===== src/shared/ampc_defs.svh =====
`ifndef AMPC_DEFS_SVH
`define AMPC_DEFS_SVH

`define AMPC_CLK_HZ        200000000
`define AMPC_START_DLY_US  16400
`define AMPC_START_DLY_CYC ((`AMPC_START_DLY_US * (`AMPC_CLK_HZ / 1000000)))
`define AMPC_OSC_DIV       400
`define AMPC_SYNC_STAGES   2

`define AMPC_REG_STATUS    8'h00
`define AMPC_REG_MASK      8'h04
`define AMPC_REG_STATE     8'h08
`define AMPC_STAT_SHORT    0
`define AMPC_STAT_THERM    1
`define AMPC_STAT_START    2
`define AMPC_STAT_W        3
`define AMPC_MASK_RST      3'h0

`endif


===== src/shared/ampc_pkg.sv =====
package ampc_pkg;
    typedef enum logic [1:0] {
        AMPC_OFF   = 2'b00,
        AMPC_BIAS  = 2'b01,
        AMPC_DELAY = 2'b10,
        AMPC_RUN   = 2'b11
    } ampc_state_t;
endpackage


===== src/ampc_sync.sv =====
`timescale 1ns/100ps
`default_nettype none
// Two-flop synchroniser per bit; first flop feeds only the second
module ampc_sync #(
    parameter int W = 1
) (
    input  wire logic         i_ref_clk,
    input  wire logic         i_nrst,
    input  wire logic [W-1:0] i_async,
    output logic      [W-1:0] o_sync
);
    logic [W-1:0] meta_r;

    // Metastability filter
    always_ff @(posedge i_ref_clk or negedge i_nrst) begin
        if (!i_nrst) begin
            meta_r <= '0;
            o_sync <= '0;
        end else begin
            meta_r <= i_async;
            o_sync <= meta_r;
        end
    end
endmodule
`default_nettype wire


===== src/ampc_osc.sv =====
`timescale 1ns/100ps
`default_nettype none
// Switching clock source: divider in master role, edge follower in slave role
module ampc_osc #(
    parameter int DIV = 400
) (
    input  wire logic i_ref_clk,
    input  wire logic i_nrst,
    input  wire logic i_master,
    input  wire logic i_run,
    input  wire logic i_sync_in,
    output logic      o_sw_clk,
    output logic      o_sw_tick
);
    localparam int HALF = DIV / 2;
    logic [15:0] cnt_r;
    logic        sync_d_r;

    // Half-period divider; stands still while not running to save current
    always_ff @(posedge i_ref_clk or negedge i_nrst) begin
        if (!i_nrst) begin
            cnt_r    <= 16'h0000;
            o_sw_clk <= 1'b0;
            sync_d_r <= 1'b0;
        end else begin
            sync_d_r <= i_sync_in;
            if (!i_master) begin
                cnt_r    <= 16'h0000;
                o_sw_clk <= i_sync_in;
            end else if (!i_run) begin
                cnt_r    <= 16'h0000;
                o_sw_clk <= 1'b0;
            end else if (cnt_r == 16'(HALF - 1)) begin
                cnt_r    <= 16'h0000;
                o_sw_clk <= ~o_sw_clk;
            end else begin
                cnt_r <= cnt_r + 16'h0001;
            end
        end
    end

    // One-cycle pulse on each rising switching edge
    assign o_sw_tick = i_master ? (o_sw_clk == 1'b0 && cnt_r == 16'(HALF - 1) && i_run)
                                : (i_sync_in && !sync_d_r);
endmodule
`default_nettype wire


===== src/ampc_top.sv =====
`timescale 1ns/100ps
`default_nettype none
`include "ampc_defs.svh"
// Protection and switching control of a mono class-D output stage
module ampc_top #(
    parameter int START_DLY_CYC = `AMPC_START_DLY_CYC,
    parameter int OSC_DIV       = `AMPC_OSC_DIV
) (
    input  wire logic       i_ref_clk,
    input  wire logic       i_nrst,
    input  wire logic       i_power_down_n,
    input  wire logic       i_output_silence,
    input  wire logic       i_short_det,
    input  wire logic       i_over_temp,
    input  wire logic       i_therm_clear,
    input  wire logic       i_bias_ok,
    input  wire logic       i_clock_role_select,
    input  wire logic       i_sync_in,
    output logic            o_sync_out,
    output logic            o_sync_oe,
    output logic            o_short_alarm_out,
    output logic            o_out_enable,
    output logic            o_low_power,
    output logic            o_sw_tick,
    input  wire logic [7:0] i_addr,
    input  wire logic [31:0] i_wdata,
    input  wire logic       i_wr,
    input  wire logic       i_rd,
    output logic      [31:0] o_rdata,
    output logic            o_irq
);
    logic [2:0]  fault_s;
    logic        short_s;
    logic        hot_s;
    logic        cool_s;
    logic        short_hit;
    logic        short_flag_r;
    logic        therm_flag_r;
    logic        pdn_d_r;
    logic        sil_d_r;
    logic        cycled;
    logic [31:0] dly_cnt_r;
    ampc_pkg::ampc_state_t state_r;
    ampc_pkg::ampc_state_t state_nxt;
    logic [`AMPC_STAT_W-1:0] stat_r;
    logic [`AMPC_STAT_W-1:0] mask_r;
    logic [`AMPC_STAT_W-1:0] evt;
    logic        sw_clk;
    logic        running;
    logic        start_evt;

    // Comparator inputs brought into the clock domain before use
    ampc_sync #(
        .W(3)
    ) u_sync (
        .i_ref_clk (i_ref_clk),
        .i_nrst    (i_nrst),
        .i_async   ({i_therm_clear, i_over_temp, i_short_det}),
        .o_sync    (fault_s)
    );
    assign short_s = fault_s[0];
    assign hot_s   = fault_s[1];
    assign cool_s  = fault_s[2];

    // Edge memory of the control inputs for clear-by-cycling
    always_ff @(posedge i_ref_clk or negedge i_nrst) begin
        if (!i_nrst) begin
            pdn_d_r <= 1'b1;
            sil_d_r <= 1'b0;
        end else begin
            pdn_d_r <= i_power_down_n;
            sil_d_r <= i_output_silence;
        end
    end
    // Rising silence or falling power-down counts as a cycle
    assign cycled = (i_output_silence && !sil_d_r) || (!i_power_down_n && pdn_d_r);
    // A silenced stage cannot show a short, so a silence rise always wins the clear
    assign short_hit = short_s && running && !i_output_silence;

    // Latched short fault; set wins over a same-cycle clear
    always_ff @(posedge i_ref_clk or negedge i_nrst) begin
        if (!i_nrst) begin
            short_flag_r <= 1'b0;
        end else if (short_hit) begin
            short_flag_r <= 1'b1;
        end else if (cycled) begin
            short_flag_r <= 1'b0;
        end
    end
    // Alarm mirrors the latched flag; looping it to silence self-clears
    assign o_short_alarm_out = short_flag_r;

    // Thermal fault is non-latched, with hysteresis from the comparator pair
    always_ff @(posedge i_ref_clk or negedge i_nrst) begin
        if (!i_nrst) begin
            therm_flag_r <= 1'b0;
        end else if (hot_s) begin
            therm_flag_r <= 1'b1;
        end else if (cool_s) begin
            therm_flag_r <= 1'b0;
        end
    end

    // Power sequence: off, wait for bias, fixed delay, run
    always_comb begin
        state_nxt = state_r;
        case (state_r)
            ampc_pkg::AMPC_OFF: begin
                if (i_power_down_n && !therm_flag_r) begin
                    state_nxt = ampc_pkg::AMPC_BIAS;
                end
            end
            ampc_pkg::AMPC_BIAS: begin
                if (i_bias_ok) begin
                    state_nxt = ampc_pkg::AMPC_DELAY;
                end
            end
            ampc_pkg::AMPC_DELAY: begin
                if (dly_cnt_r == 32'(START_DLY_CYC - 1)) begin
                    state_nxt = ampc_pkg::AMPC_RUN;
                end
            end
            ampc_pkg::AMPC_RUN: begin
                state_nxt = ampc_pkg::AMPC_RUN;
            end
            default: begin
                state_nxt = ampc_pkg::AMPC_OFF;
            end
        endcase
        // Shutdown by pin or heat overrides any step
        if (!i_power_down_n || therm_flag_r) begin
            state_nxt = ampc_pkg::AMPC_OFF;
        end
    end

    always_ff @(posedge i_ref_clk or negedge i_nrst) begin
        if (!i_nrst) begin
            state_r <= ampc_pkg::AMPC_OFF;
        end else begin
            state_r <= state_nxt;
        end
    end

    // Start-up delay counter, restarted on every entry to the delay step
    always_ff @(posedge i_ref_clk or negedge i_nrst) begin
        if (!i_nrst) begin
            dly_cnt_r <= 32'h0000_0000;
        end else if (state_r == ampc_pkg::AMPC_DELAY) begin
            dly_cnt_r <= dly_cnt_r + 32'h0000_0001;
        end else begin
            dly_cnt_r <= 32'h0000_0000;
        end
    end

    assign running     = (state_r == ampc_pkg::AMPC_RUN);
    assign o_low_power = (state_r == ampc_pkg::AMPC_OFF);
    // Drive gated combinationally by the synchronised short, so it drops a cycle before the latched flag
    assign o_out_enable = running && !i_output_silence && !short_flag_r
                          && !short_s && !therm_flag_r;

    ampc_osc #(
        .DIV(OSC_DIV)
    ) u_osc (
        .i_ref_clk (i_ref_clk),
        .i_nrst    (i_nrst),
        .i_master  (i_clock_role_select),
        .i_run     (!o_low_power),
        .i_sync_in (i_sync_in),
        .o_sw_clk  (sw_clk),
        .o_sw_tick (o_sw_tick)
    );
    // Master drives the sync pin push-pull; slave releases it
    assign o_sync_out = i_clock_role_select ? sw_clk : 1'b0;
    assign o_sync_oe  = i_clock_role_select;

    // Sticky events for software
    assign start_evt = (state_r == ampc_pkg::AMPC_DELAY) && (state_nxt == ampc_pkg::AMPC_RUN);
    assign evt[`AMPC_STAT_SHORT] = short_hit && !short_flag_r;
    assign evt[`AMPC_STAT_THERM] = hot_s && !therm_flag_r;
    assign evt[`AMPC_STAT_START] = start_evt;

    // Write-one-to-clear status; a new event beats the clear
    always_ff @(posedge i_ref_clk or negedge i_nrst) begin
        if (!i_nrst) begin
            stat_r <= '0;
        end else if (i_wr && i_addr == `AMPC_REG_STATUS) begin
            stat_r <= (stat_r & ~i_wdata[`AMPC_STAT_W-1:0]) | evt;
        end else begin
            stat_r <= stat_r | evt;
        end
    end

    always_ff @(posedge i_ref_clk or negedge i_nrst) begin
        if (!i_nrst) begin
            mask_r <= `AMPC_MASK_RST;
        end else if (i_wr && i_addr == `AMPC_REG_MASK) begin
            mask_r <= i_wdata[`AMPC_STAT_W-1:0];
        end
    end

    // Read data registered, valid only the cycle after the strobe
    always_ff @(posedge i_ref_clk or negedge i_nrst) begin
        if (!i_nrst) begin
            o_rdata <= 32'h0000_0000;
        end else if (i_rd) begin
            case (i_addr)
                `AMPC_REG_STATUS: o_rdata <= {29'h0, stat_r};
                `AMPC_REG_MASK:   o_rdata <= {29'h0, mask_r};
                `AMPC_REG_STATE:  o_rdata <= {27'h0, therm_flag_r, short_flag_r, o_out_enable, state_r};
                default:          o_rdata <= 32'h0000_0000;
            endcase
        end else begin
            o_rdata <= 32'h0000_0000;
        end
    end

    assign o_irq = |(stat_r & mask_r);

    // Latched short holds the drive off until a cycle of the control pins
    a_short_latch: assert property (@(posedge i_ref_clk) disable iff (!i_nrst)
        short_flag_r && !cycled |=> short_flag_r && !o_out_enable)
        else $error("short fault dropped without a cycle");
    // A silence rise or power-down fall clears the flag next cycle unless a short hit comes in the same cycle
    a_cycle_clear: assert property (@(posedge i_ref_clk) disable iff (!i_nrst)
        short_flag_r && cycled && !short_hit |=> !o_short_alarm_out)
        else $error("fault not cleared by cycling");
    // Silence disables the stage at once
    a_silence_off: assert property (@(posedge i_ref_clk) disable iff (!i_nrst)
        i_output_silence |-> !o_out_enable)
        else $error("output enabled while silenced");
    // Power-down gives low power within one cycle
    a_pdn_low: assert property (@(posedge i_ref_clk) disable iff (!i_nrst)
        !i_power_down_n |=> o_low_power && !o_out_enable)
        else $error("power-down not honoured");
    // Heat forces shutdown the cycle after the flag
    a_therm_shut: assert property (@(posedge i_ref_clk) disable iff (!i_nrst)
        therm_flag_r |=> o_low_power)
        else $error("thermal fault without shutdown");
    // Thermal flag falls after clear with no heat and no other action
    a_therm_clear: assert property (@(posedge i_ref_clk) disable iff (!i_nrst)
        therm_flag_r && !hot_s && cool_s |=> !therm_flag_r)
        else $error("thermal fault did not clear");
    // Run begins only after the full delay count
    a_start_delay: assert property (@(posedge i_ref_clk) disable iff (!i_nrst)
        $rose(running) |-> $past(dly_cnt_r) == 32'(START_DLY_CYC - 1))
        else $error("switching began before the delay");
    // Master drives the pin with the divider clock; slave never drives
    a_sync_role: assert property (@(posedge i_ref_clk) disable iff (!i_nrst)
        o_sync_oe == i_clock_role_select && (!i_clock_role_select || o_sync_out == sw_clk))
        else $error("sync pin role wrong");
    // Slave follows the incoming wave one cycle later
    a_slave_follow: assert property (@(posedge i_ref_clk) disable iff (!i_nrst)
        !i_clock_role_select ##1 !i_clock_role_select |-> sw_clk == $past(i_sync_in))
        else $error("slave clock not following sync");
endmodule
`default_nettype wire


===== config.mk =====
export PLATFORM = sky130hd
export DESIGN_NAME = ampc_top
export DESIGN_NICKNAME = d
export VERILOG_FILES = /design/src/shared/ampc_pkg.sv /design/src/ampc_sync.sv /design/src/ampc_osc.sv /design/src/ampc_top.sv
export VERILOG_INCLUDE_DIRS = /design/src /design/src/shared
export SDC_FILE = /design/constraint.sdc
export NUM_CORES = 1
export LEC_CHECK = 0
export ABC_AREA = 1
export BUFFER_PORTS_ARGS = -buffer_cell sky130_fd_sc_hd__buf_4
export CORE_ASPECT_RATIO = 0.8
export CORE_MARGIN = 2
export CORE_UTILIZATION = 35
export CTS_BUF_LIST = sky130_fd_sc_hd__clkbuf_16
export CTS_CLUSTER_DIAMETER = 100
export DETAILED_ROUTE_END_ITERATION = 10
export PLACE_DENSITY = 0.57
export SLEW_MARGIN = 15
export SYNTH_ARGS = -nofsm -noshare
export SYNTH_HDL_FRONTEND = slang
export SYNTH_HIERARCHICAL = 1
export SYNTH_SLANG_ARGS = --single-unit

===== constraint.sdc =====
create_clock -name i_ref_clk -period 2 [get_ports i_ref_clk]
set_input_delay 0 -clock i_ref_clk [delete_from_list [all_inputs] [get_ports i_ref_clk]]
set_output_delay 0 -clock i_ref_clk [all_outputs]
set_load 0.02 [all_outputs]

==> results.txt, run 1 <==
----------------------------------------------------
[Outcome]
  Run status ... completed

[Floorplanning]
  Floorplan core area ... 0.0115 mm2
  IO Pins ... 91
  Height of the chip ... 101 um
  Initial Util ... 35.6%
  Die width ... 125 um
  Standard-cell row count ... 35
  Die footprint ... 0.0126 mm2

[Timing]
  Least setup slack across all paths after layout ... 0.307 ns
  Highest attainable clock frequency ... 591 MHz
  Unrepaired setup endpoints after global routing ... false
  Final-layout setup total negative slack ... 0 ns
  Time the worst path needs with I/O delays and setup ... 1.69 ns
  Final-report max-slew violation count ... 0
  Fin Clk Skew ... 0.00768 ns
  Setup violations, final ... 0
  Worst hold slack across all endpoints ... 0.0527 ns
  Final hold violations ... 0
  Share of the clock period used by the worst path after layout ... 84.7%

[Worst setup path]
  Start-to-end type of the worst setup path ... flop to flop
  Critical Path End Type ... flop
  Worst path required time ... 2.22 ns
  Sort of element at the start of the critical path ... flop
  Largest driver fanout on the critical path ... 5
  Arrival time of data at the critical path endpoint ... 1.91 ns

[Finish]
  Fraction of layout instances using a drive strength above 1 ... 12.7%
  Final standard cell utilization of the core ... 42.4%
  Post-synthesis to final-layout area growth ... 18.9%
  Design area ... 0.00486 mm2
  NumNets Final ... 679
  Non-filler cells in the finished layout ... 778
  Antenna diodes ... 0
  Number of fill cells in the layout ... 1182

[Place]
  Cell area after placement ... 0.00443 mm2
  Routability congestion estimate ... 0.872
  Total of buffers placed on input and output ports ... 34
  Count of placed standard cells including taps ... 749
  Pre-CTS setup slack ... 0.310 ns
  Final HPWL DP ... 7.23 mm

[Route]
  Count of vias placed by the detailed router ... 3576
  Via density per instance ... 4.60
  Total wire length ... 9.48 mm
  Routed wire per std cell ... 12.2 um
  Final ANT Viol Nets ... 0
  Detailed-route DRC error count ... 0
  Initial DRC Count ... 176
  First drt pass iteration count ... 5

[Logic synthesis]
  Cell count after synthesis ... 570
  Synth async-reset ratio ... 100%
  Count of flip-flops with a built-in enable after synthesis ... 0
  Cell area after synthesis ... 0.00409 mm2
  Syn Area/Cell ... 7.18 um2
  Sequential share of the synthesized area ... 44.7%
  Area share of the largest cell type after synthesis ... 44.1%
  Biggest area consumer among synthesized cells ... sky130_fd_sc_hd__dfrtp_1
  Flops & latches, synth ... 73
  Ys flop type ... sky130_fd_sc_hd__dfrtp_1
  Synthesis Warnings ... 6
  Number of distinct library cells after synthesis ... 32
  Synth area leaders ... sky130_fd_sc_hd__dfrtp_1 (44%), sky130_fd_sc_hd__nand2_1 (15%), sky130_fd_sc_hd__nor2_1 (11%)

[GRT]
  Total global-route track usage ... 16.3%
  Final global-route overflow total ... 0
  Number of global-route vias before repair ... 3520
  Antenna violations before repair ... 0
  Maximum number of pins on one net before global-route repair ... 41
  Wire length of the first global-routing pass ... 16.4 mm

[Power]
  Total power after layout ... 3.34 mW
  Leakage power total ... 2.14 nW
  Worst-case vdd ir drop ... 0.000320 V
  PD cells ... 687 mW/mm2

[Clock tree]
  Resized cells post-CTS ... 0
  Skew-Pair Late Insertion Delay ... 0.33 ns
  H-tree depth reported by CTS ... 3
  # Post-CTS Setup Buffers ... 0
  Total CTS buffers ... 9
  Root buffer cell ... sky130_fd_sc_hd__clkbuf_16
  TritonCTS clock tree ... built
  Longest Clk Path Bufs ... 2
  Reg clk slew, reported paths ... 0.06 ns
  Count of hold buffers inserted by post-cts repair ... 13
  Number of clock sinks seen by CTS ... 73

[Job]
  Max cap viols ... 0

[Worst hold path]
  Worst hold path class ... input port to flop

----------------------------------------------------
## routing by layer
| metal | part of all wire (%) | GRT usage [%] | wire (um) | up-vias |
|---|---|---|---|---|
| met5 | 0 | 0 | 0 | - |
| met4 | 2.0 | 5.90 | 185 | 0 |
| met3 | 4.9 | 3.98 | 462 | 18 |
| met2 | 45 | 26.1 | 4260 | 97 |
| met1 | 48 | 21.6 | 4570 | 1639 |
| li1 | - | - | - | 1822 |
## kinds of logic after synthesis
logic type	after synthesis	share of synthesized area, %
xor+xnor	9	1.93
fa+ha+maj	2	0.612
compound gates	32	4.31
flops	73	44.7
buf+inv	94	11.3
other cells	1	0.0917
simple gates	359	37.1
## path summary, 6_finish.rpt
check                                           startpoint                          to  slack, ns  cells past startpoint
worst max-delay path                dly_cnt_r[0]$_DFF_PN0_     dly_cnt_r[16]$_DFF_PN0_       0.31                      7
worst min register to register  u_sync/meta_r[0]$_DFF_PN0_  u_sync/o_sync[0]$_DFF_PN0_       0.35                      0
max in group asynchronous                           i_nrst           pdn_d_r$_DFF_PN1_       1.20                      3
worst max register to register      dly_cnt_r[0]$_DFF_PN0_     dly_cnt_r[16]$_DFF_PN0_       0.31                      7
min in group asynchronous                           i_nrst      dly_cnt_r[2]$_DFF_PN0_       0.17                      2
worst min-delay path                                  i_wr         stat_r[2]$_DFF_PN0_       0.05                      4
## synth_stat cells, types with 3 or more instances
cell and instances:
sky130_fd_sc_hd__o22ai_1 3, sky130_fd_sc_hd__buf_4 28, sky130_fd_sc_hd__buf_2 3, sky130_fd_sc_hd__inv_1 61, sky130_fd_sc_hd__xor2_1 7, sky130_fd_sc_hd__nand3_1 35, sky130_fd_sc_hd__nand2_1 165, sky130_fd_sc_hd__nand2_2 5
sky130_fd_sc_hd__nand4_1 6, sky130_fd_sc_hd__a21oi_1 13, sky130_fd_sc_hd__nor2_4 3, sky130_fd_sc_hd__dfrtp_1 72, sky130_fd_sc_hd__nor2_1 118, sky130_fd_sc_hd__nor2_2 11, sky130_fd_sc_hd__nor3_1 9, sky130_fd_sc_hd__o21ai_0 11
## layout by cell type, fill, tap and decap left out, types with 2 or more instances in the layout
cell type | netlist | routed
sky130_fd_sc_hd__inv_2 | 2 | 2
sky130_fd_sc_hd__nor3_1 | 9 | 9
sky130_fd_sc_hd__nand3_2 | 2 | 2
sky130_fd_sc_hd__nor2_4 | 3 | 3
sky130_fd_sc_hd__buf_4 | 28 | 35
sky130_fd_sc_hd__xor2_1 | 7 | 7
sky130_fd_sc_hd__nand4_1 | 6 | 6
sky130_fd_sc_hd__conb_1 | 1 | 27
sky130_fd_sc_hd__nor2_1 | 118 | 118
sky130_fd_sc_hd__clkinv_4 | 0 | 2
sky130_fd_sc_hd__dfrtp_1 | 72 | 72
sky130_fd_sc_hd__nor2_2 | 11 | 11
sky130_fd_sc_hd__a21oi_1 | 13 | 13
sky130_fd_sc_hd__xnor2_1 | 2 | 2
sky130_fd_sc_hd__o22ai_1 | 3 | 3
sky130_fd_sc_hd__ha_1 | 2 | 2
sky130_fd_sc_hd__clkbuf_16 | 0 | 9
sky130_fd_sc_hd__inv_1 | 61 | 61
sky130_fd_sc_hd__inv_6 | 0 | 2
sky130_fd_sc_hd__dlygate4sd3_1 | 0 | 13
sky130_fd_sc_hd__nand2_1 | 165 | 165
sky130_fd_sc_hd__nand2_2 | 5 | 5
sky130_fd_sc_hd__nand3_1 | 35 | 35
sky130_fd_sc_hd__o21ai_0 | 11 | 11
## area by class of cell
type	instances	area, um2	area share, %
tap	148	185	3.81
multi-input combinational	429	1900	39.0
clock inverter	7	77.6	1.60
timing repair buffer	49	413	8.49
sequential	73	1830	37.6
inverter	63	236	4.86
clock buffer	9	225	4.63
## where the power goes
part	switching (mW)	internal [mW]
logic	0.129	0.0695
clock network	0.657	0.976
registers	0.0107	1.50
## state kept, by name, indices dropped and copies added (netlist names)
register and flops:
dly_cnt_r 32, mask_r 3, o_rdata 5, o_short_alarm_out 1
pdn_d_r 1, sil_d_r 1, stat_r 3, state_r 2
therm_flag_r 1, u_osc/cnt_r 16, u_osc/o_sw_clk 1, u_osc/sync_d_r 1
u_sync/meta_r 3, u_sync/o_sync 3
## critical path, stage by stage (launching register included)
cell	delay, ns
sky130_fd_sc_hd__dfrtp_1	0.42
sky130_fd_sc_hd__ha_1	0.28
sky130_fd_sc_hd__nand2_1	0.11
sky130_fd_sc_hd__nor2_2	0.20
sky130_fd_sc_hd__nand2_1	0.14
sky130_fd_sc_hd__nor2_1	0.22
sky130_fd_sc_hd__xor2_1	0.17
sky130_fd_sc_hd__nor2_1	0.05
Power figures use the tool's default switching activity.
==> run 2, diff against run 1 <==
--- a/config.mk
+++ b/config.mk
@@ -14,7 +14,7 @@
 export CTS_BUF_LIST = sky130_fd_sc_hd__clkbuf_16
 export CTS_CLUSTER_DIAMETER = 100
 export DETAILED_ROUTE_END_ITERATION = 10
-export PLACE_DENSITY = 0.57
+export PLACE_DENSITY = 0.59
 export SLEW_MARGIN = 15
 export SYNTH_ARGS = -nofsm -noshare
 export SYNTH_HDL_FRONTEND = slang
==> constraint.sdc (replaced) <==
create_clock -name i_ref_clk -period 1.49 [get_ports i_ref_clk]
set_input_delay 0 -clock i_ref_clk [delete_from_list [all_inputs] [get_ports i_ref_clk]]
set_output_delay 0 -clock i_ref_clk [all_outputs]
set_load 0.02 [all_outputs]
==> results.txt, run 2 (synthesis results as in run 1) <==
----------------------------------------------------
[Outcome]
  Run status ... complete, but fails checks (was completed)
  Violated checks ... setup timing

[Power]
  PD cells ... 843 mW/mm2 (was 687 mW/mm2)
  Worst-case vdd ir drop ... 0.000501 V (was 0.000320 V)
  Sequential share of power ... 47.3% (was 45.1%)
  Switching share of power ... 24.4% (was 23.9%)
  Portion of total power attributed to the clock network ... 46.1% (was 48.9%)
  Switching power ... 1.05 mW (was 797 uW)
  Leakage power total ... 2.22 nW (was 2.14 nW)
  Combinational group share of total power ... 6.6% (was 5.9%)
  Cell-internal power ... 3.23 mW (was 2.54 mW)

[Timing]
  Final-report max-slew violation count ... 0 (unchanged)
  Highest attainable clock frequency ... 662 MHz
  Unrepaired setup endpoints after global routing ... true (was false)
  Least setup slack across all paths after layout ... -0.0210 ns (was 0.307 ns)
  Setup violations, final ... 1 (was 0)
  Fin Clk Skew ... 0.00720 ns (was 0.00768 ns)
  Tightest Pin Transition ... 0.564 ns
  Final hold violations ... 0 (unchanged)
  Max_slew headroom ... 62.4%
  Share of the clock period used by the worst path after layout ... 101%
  Final-layout setup total negative slack ... -0.0210 ns (was 0 ns)
  Time the worst path needs with I/O delays and setup ... 1.51 ns

[Floorplanning]
  Die footprint ... 0.0126 mm2 (unchanged)
  Initial Util ... 35.6% (unchanged)
  Height of the chip ... 101 um (unchanged)
  Die width ... 125 um (unchanged)
  Standard-cell row count ... 35 (unchanged)
  Floorplan core area ... 0.0115 mm2 (unchanged)
  IO Pins ... 91 (unchanged)

[Route]
  Detailed-route DRC error count ... 0 (unchanged)
  Routed wire per std cell ... 12.1 um (was 12.2 um)
  Count of vias placed by the detailed router ... 3612 (was 3576)
  Initial DRC Count ... 208 (was 176)
  Final ANT Viol Nets ... 0 (unchanged)
  Total wire length ... 9.60 mm (was 9.48 mm)
  First drt pass iteration count ... 5 (unchanged)
  Via density per instance ... 4.54 (was 4.60)

[Worst setup path]
  Worst reg2reg path depth ... 9 (was 7)
  Sort of element at the start of the critical path ... flop (unchanged)
  Critical Path End Type ... output pin (was flop)
  Start-to-end type of the worst setup path ... flop to output pin (was flop to flop)
  Worst path required time ... 1.49 ns (was 2.22 ns)
  Start of the worst register-to-register path ... u_osc/cnt_r[0]$_DFF_PN0_ (was dly_cnt_r[0]$_DFF_PN0_)
  Arrival time of data at the critical path endpoint ... 1.51 ns (was 1.91 ns)
  Reg-to-reg slack, setup ... 0.01 ns (was 0.31 ns)
  Largest driver fanout on the critical path ... 2 (was 5)
  Endpoint of the worst register-to-register path ... u_osc/cnt_r[12]$_DFF_PN0_ (was dly_cnt_r[16]$_DFF_PN0_)

[Finish]
  Reg area ... 0.00183 mm2 (about the same)
  Final standard cell utilization of the core ... 44.3% (was 42.4%)
  Fraction of layout instances using a drive strength above 1 ... 18.4% (was 12.7%)
  Post-synthesis to final-layout area growth ... 24.2% (was 18.9%)
  Flip-flop count of the largest register after layout ... 32 (unchanged)
  Number of fill cells in the layout ... 1134 (was 1182)
  Antenna diodes ... 0 (unchanged)
  Most flop-heavy register ... dly_cnt_r (unchanged)
  Design area ... 0.00508 mm2 (was 0.00486 mm2)
  Non-filler cells in the finished layout ... 796 (was 778)
  Most common cell after layout, fill and taps aside ... sky130_fd_sc_hd__nand2_1 (unchanged)
  Commonest non-fill, non-tap cells in the layout ... sky130_fd_sc_hd__nand2_1 (159), sky130_fd_sc_hd__nor2_1 (108), sky130_fd_sc_hd__dfrtp_1 (69) (was sky130_fd_sc_hd__nand2_1 (165), sky130_fd_sc_hd__nor2_1 (118), sky130_fd_sc_hd__dfrtp_1 (72))
  Largest registers in the final layout ... dly_cnt_r (32), u_osc/cnt_r (16), o_rdata (5) (unchanged)
  NumNets Final ... 697 (was 679)
  Multi-input gate area in the final layout ... 0.00200 mm2 (was 0.00190 mm2)

[Clock tree]
  Total CTS buffers ... 9 (unchanged)
  Reg clk slew, reported paths ... 0.06 ns (about the same)
  Number of clock sinks seen by CTS ... 73 (unchanged)
  H-tree depth reported by CTS ... 3 (unchanged)
  Skew-Pair Late Insertion Delay ... 0.34 ns (was 0.33 ns)
  Root buffer cell ... sky130_fd_sc_hd__clkbuf_16 (unchanged)
  Longest Clk Path Bufs ... 2 (unchanged)
  TritonCTS clock tree ... built (unchanged)

[GRT]
  Most utilized layer in the global route result ... met2 (unchanged)
  Met2 layer usage reported by global route ... 25.1% (was 26.1%)
  Final global-route overflow total ... 0 (unchanged)
  Antenna violations before repair ... 0 (unchanged)
  Wire length of the first global-routing pass ... 16.2 mm (was 16.4 mm)
  Number of global-route vias before repair ... 3436 (was 3520)
  Global routing usage on met3 ... 4.56% (was 3.98%)
  GRT met1 Usage ... 22.3% (was 21.6%)
  Maximum number of pins on one net before global-route repair ... 43 (was 41)
  Total global-route track usage ... 16.1% (was 16.3%)

[Worst hold path]
  Worst hold path cell count ... 4 (unchanged)
  Launch point of the worst hold path ... i_wr (unchanged)
  Worst hold path class ... input port to flop (unchanged)
  Min-Delay Endpoint ... stat_r[1]$_DFF_PN0_ (was stat_r[2]$_DFF_PN0_)

[Place]
  Cell area after placement ... 0.00451 mm2 (was 0.00443 mm2)
  Routability congestion estimate ... 0.919 (was 0.872)
  Total of buffers placed on input and output ports ... 34 (unchanged)
  Final HPWL DP ... 7.15 mm (was 7.23 mm)
  Count of placed standard cells including taps ... 759 (was 749)

[Job]
  Max cap viols ... 0 (unchanged)

----------------------------------------------------
-- run 2: metal layers --
layer	vias to the layer above	wire length, um
met5	-	0
met4	0	110
met3	12	569
met2	85	4280
met1	1658	4640
li1	1857	-
-- run 2: worst max-delay path by stage --
stage / start / end / slack, ns / depth (start not counted)
3_5_place_dp: u_osc/cnt_r[0]$_DFF_PN0_ / u_osc/cnt_r[15]$_DFF_PN0_ / 0.04 / 8
3_3_place_gp: u_osc/cnt_r[0]$_DFF_PN0_ / u_osc/cnt_r[8]$_DFF_PN0_ / 0.09 / 8
5_1_grt: u_osc/cnt_r[0]$_DFF_PN0_ / o_sw_tick / -0.11 / 8
6_report: u_osc/cnt_r[0]$_DFF_PN0_ / o_sw_tick / -0.02 / 8
2_1_floorplan: dly_cnt_r[0]$_DFF_PN0_ / dly_cnt_r[16]$_DFF_PN0_ / 0.07 / 7
4_1_cts: u_osc/cnt_r[0]$_DFF_PN0_ / o_sw_tick / -0.06 / 8
-- run 2: layout make-up --
cell class	count	share of cell area, %
Sequential cell	73	36.1
Tap cell	148	3.64
Clock buffer	9	4.43
Clock inverter	7	0.911
Timing Repair Buffer	66	10.9
Multi-Input combinational cell	430	39.4
Inverter	63	4.65
-- run 2: repair_timing --
item	CTS	global route
pin swaps	6	14
hold buffers	13	0
hold endpoints to repair	56	0
buffers inserted	5	4
gates cloned	0	1
setup endpoints to repair	1	35
gates resized for setup	5	28
-- run 2: power groups by stage --
| stage | Clock, mW | Combinational, mW | Sequential, mW |
|---|---|---|---|
| global placement | 0 | 0.243 | 2.06 |
| CTS | 2.04 | 0.277 | 2.02 |
| detailed placement | 0 | 0.247 | 2.06 |
| floorplan | 0 | 0.176 | 2.06 |
| finish | 1.97 | 0.281 | 2.03 |
| global route | 2.14 | 0.313 | 2.03 |
-- run 2: through the flow --
stage	power [mW]	hold slack, ns	setup WS [ns]
5_1_grt	4.48	0.0633	-0.106
3_3_place_gp	2.30	0.0339	0.0855
6_report	4.28	0.0389	-0.0210
2_1_floorplan	2.23	-0.296	0.0739
4_1_cts	4.34	0.0325	-0.0614
3_5_place_dp	2.31	0.0414	0.0441
-- run 2: critical path, stage by stage (launching register included) --
cell	delay [ns]
sky130_fd_sc_hd__dfrtp_1	0.37
sky130_fd_sc_hd__ha_2	0.20
sky130_fd_sc_hd__nand2_2	0.06
sky130_fd_sc_hd__inv_2	0.07
sky130_fd_sc_hd__nand2_2	0.07
sky130_fd_sc_hd__nor2_4	0.10
sky130_fd_sc_hd__nand2_2	0.07
sky130_fd_sc_hd__o22ai_2	0.10
sky130_fd_sc_hd__buf_6	0.14
==> run 3, diff against run 2 <==
--- a/config.mk
+++ b/config.mk
@@ -13,10 +13,13 @@
 export CORE_UTILIZATION = 35
 export CTS_BUF_LIST = sky130_fd_sc_hd__clkbuf_16
 export CTS_CLUSTER_DIAMETER = 100
+export CTS_CLUSTER_SIZE = 40
 export DETAILED_ROUTE_END_ITERATION = 10
 export PLACE_DENSITY = 0.59
+export SKIP_CTS_REPAIR_TIMING = 1
 export SLEW_MARGIN = 15
 export SYNTH_ARGS = -nofsm -noshare
 export SYNTH_HDL_FRONTEND = slang
 export SYNTH_HIERARCHICAL = 1
 export SYNTH_SLANG_ARGS = --single-unit
+export TNS_END_PERCENT = 100
==> results.txt, run 3 (synthesis results as in run 1) <==
----------------------------------------------------
[Route]
  First drt pass iteration count ... 4 (was 5)
  Detailed-route DRC error count ... 0 (unchanged)
  Count of vias placed by the detailed router ... 3598 (was 3612)
  Initial DRC Count ... 200 (was 208)
  Total wire length ... 9.50 mm (was 9.60 mm)
  Routed wire per std cell ... 12.0 um (was 12.1 um)
  Via density per instance ... 4.55 (was 4.54)
  Final ANT Viol Nets ... 0 (unchanged)

[Timing]
  Time the worst path needs with I/O delays and setup ... 1.59 ns (was 1.51 ns)
  Worst hold slack across all endpoints ... -0.0372 ns (was 0.0389 ns)
  Final-layout setup total negative slack ... -0.199 ns (was -0.0210 ns)
  Setup violations, final ... 7 (was 1)
  Share of the clock period used by the worst path after layout ... 107% (was 101%)
  Max_slew headroom ... 62.3% (was 62.4%)
  Tightest Pin Transition ... 0.565 ns (was 0.564 ns)
  Highest attainable clock frequency ... 630 MHz (was 662 MHz)
  Least setup slack across all paths after layout ... -0.0976 ns (was -0.0210 ns)
  Final-report max-slew violation count ... 0 (unchanged)
  Fin Clk Skew ... 0.00736 ns (was 0.00720 ns)
  Unrepaired setup endpoints after global routing ... true (unchanged)
  Final hold violations ... 2 (was 0)

[Place]
  Routability congestion estimate ... 0.919 (unchanged)
  Total of buffers placed on input and output ports ... 34 (unchanged)
  Count of placed standard cells including taps ... 759 (unchanged)
  Pre-CTS setup slack ... 0.0441 ns (unchanged)
  Final HPWL DP ... 7.15 mm (unchanged)
  Cell area after placement ... 0.00451 mm2 (unchanged)

[Worst setup path]
  Worst Setup SP ... u_osc/cnt_r[0]$_DFF_PN0_ (unchanged)
  Sort of element at the start of the critical path ... flop (unchanged)
  Most common cell type on the critical path ... sky130_fd_sc_hd__nand2_2 (unchanged)
  Number of buffers and inverters on the critical path ... 2 (unchanged)
  Largest driver fanout on the critical path ... 3 (was 2)
  Worst path cell trace ... ha_2 -> nand2_2 -> inv_2 -> nand2_2 -> nor2_4 -> nand2_2 -> o22ai_2 -> buf_6 (unchanged)
  Critical Path End Type ... output pin (unchanged)
  Arrival time of data at the critical path endpoint ... 1.59 ns (was 1.51 ns)
  Start of the worst register-to-register path ... u_osc/cnt_r[0]$_DFF_PN0_ (unchanged)
  Slowest cell delay on critical path ... 0.38 ns (was 0.37 ns)
  Worst path required time ... 1.49 ns (about the same)
  Start-to-end type of the worst setup path ... flop to output pin (unchanged)
  Worst-path cell with the longest stage delay ... sky130_fd_sc_hd__dfrtp_1 (unchanged)
  Top Family by Delay on Critical Path ... flip-flops (unchanged)

[Finish]
  Non-filler cells in the finished layout ... 790 (was 796)
  Largest registers in the final layout ... dly_cnt_r (32), u_osc/cnt_r (16), o_rdata (5) (unchanged)
  Commonest non-fill, non-tap cells in the layout ... sky130_fd_sc_hd__nand2_1 (160), sky130_fd_sc_hd__nor2_1 (110), sky130_fd_sc_hd__dfrtp_1 (71) (was sky130_fd_sc_hd__nand2_1 (159), sky130_fd_sc_hd__nor2_1 (108), sky130_fd_sc_hd__dfrtp_1 (69))
  Post-synthesis to final-layout area growth ... 22.0% (was 24.2%)
  Design area ... 0.00499 mm2 (was 0.00508 mm2)
  Most common cell after layout, fill and taps aside ... sky130_fd_sc_hd__nand2_1 (unchanged)
  Most flop-heavy register ... dly_cnt_r (unchanged)
  Flip-flop count of the largest register after layout ... 32 (unchanged)
  NumNets Final ... 691 (was 697)
  Number of fill cells in the layout ... 1143 (was 1134)
  Antenna diodes ... 0 (unchanged)
  Fraction of layout instances using a drive strength above 1 ... 17.1% (was 18.4%)
  Final standard cell utilization of the core ... 43.5% (was 44.3%)

[Power]
  Total power after layout ... 4.27 mW (was 4.28 mW)
  Worst-case vdd ir drop ... 0.000503 V (was 0.000501 V)
  PD cells ... 856 mW/mm2 (was 843 mW/mm2)
  Leakage power total ... 2.19 nW (was 2.22 nW)

[Clock tree]
  Reg clk slew, reported paths ... 0.06 ns (about the same)
  Skew-Pair Late Insertion Delay ... 0.34 ns (about the same)
  Number of clock sinks seen by CTS ... 73 (unchanged)
  Total CTS buffers ... 9 (unchanged)
  Root buffer cell ... sky130_fd_sc_hd__clkbuf_16 (unchanged)
  Longest Clk Path Bufs ... 2 (unchanged)
  TritonCTS clock tree ... built (unchanged)
  H-tree depth reported by CTS ... 3 (unchanged)

[Floorplanning]
  Die width ... 125 um (unchanged)
  IO Pins ... 91 (unchanged)
  Floorplan core area ... 0.0115 mm2 (unchanged)
  Height of the chip ... 101 um (unchanged)
  Die footprint ... 0.0126 mm2 (unchanged)
  Initial Util ... 35.6% (unchanged)
  Standard-cell row count ... 35 (unchanged)

[GRT]
  Maximum number of pins on one net before global-route repair ... 43 (unchanged)
  Total global-route track usage ... 15.6% (was 16.1%)
  Antenna violations before repair ... 0 (unchanged)
  Number of global-route vias before repair ... 3357 (was 3436)
  Final global-route overflow total ... 0 (unchanged)
  Wire length of the first global-routing pass ... 15.8 mm (was 16.2 mm)

[Worst hold path]
  Launch point of the worst hold path ... i_wdata[0] (was i_wr)
  Worst hold path class ... input port to flop (unchanged)

[Job]
  Max cap viols ... 0 (unchanged)

[Outcome]
  Run status ... complete, but fails checks (unchanged)
  Violated checks ... hold timing, setup timing (was setup timing)

----------------------------------------------------
## run 3: cell count changes in the layout (fill, tap and decap cells not counted), sizes merged
cell | before | now
buf | 53 | 50
dlygate4sd3 | 13 | 11
nand2 | 172 | 171
## run 3: routing by layer
metal	share of wire [%]	global-route usage (%)	vias up	wire length (um)
met5	0	0	-	0
met4	1.3	3.68	0	128
met3	5.9	4.56	14	556
met2	45	24.0	87	4240
met1	48	22.0	1651	4580
li1	-	-	1846	-
## run 3: power breakdown
group | internal [mW] | switching [mW] | leakage (nW) | total, mW
Sequential | 2.01 | 0.0155 | 0.985 | 2.03
Clock | 1.12 | 0.852 | 0.129 | 1.97
Combinational | 0.0965 | 0.175 | 1.08 | 0.271
## run 3: cell type report
type,count,area (um2),area share [%]
Clock buffer,9,225,4.51
Multi-Input combinational cell,429,1960,39.4
Timing Repair Buffer,61,502,10.1
Inverter,63,236,4.74
Sequential cell,73,1830,36.7
Tap cell,148,185,3.71
Clock inverter,7,46.3,0.928
## run 3: worst register-to-register path: stages, from the launching register on
cell,delay [ns]
sky130_fd_sc_hd__dfrtp_1,0.41
sky130_fd_sc_hd__ha_2,0.19
sky130_fd_sc_hd__nand2_2,0.08
sky130_fd_sc_hd__inv_2,0.04
sky130_fd_sc_hd__nand2_2,0.07
sky130_fd_sc_hd__nor2_4,0.05
sky130_fd_sc_hd__buf_4,0.12
sky130_fd_sc_hd__a21oi_2,0.30
sky130_fd_sc_hd__nand2_1,0.09
sky130_fd_sc_hd__nor2_1,0.10
## run 3: final timing paths
check,to,slack [ns],depth (start not counted)
max in group asynchronous,u_osc/cnt_r[10]$_DFF_PN0_,0.76,3
setup reg to reg,u_osc/cnt_r[8]$_DFF_PN0_,-0.03,9
hold / removal,mask_r[0]$_DFFE_PN0P_,-0.04,3
hold reg to reg,u_sync/o_sync[2]$_DFF_PN0_,0.35,0
setup / recovery,o_sw_tick,-0.1,8
min in group asynchronous,dly_cnt_r[3]$_DFF_PN0_,0.19,2
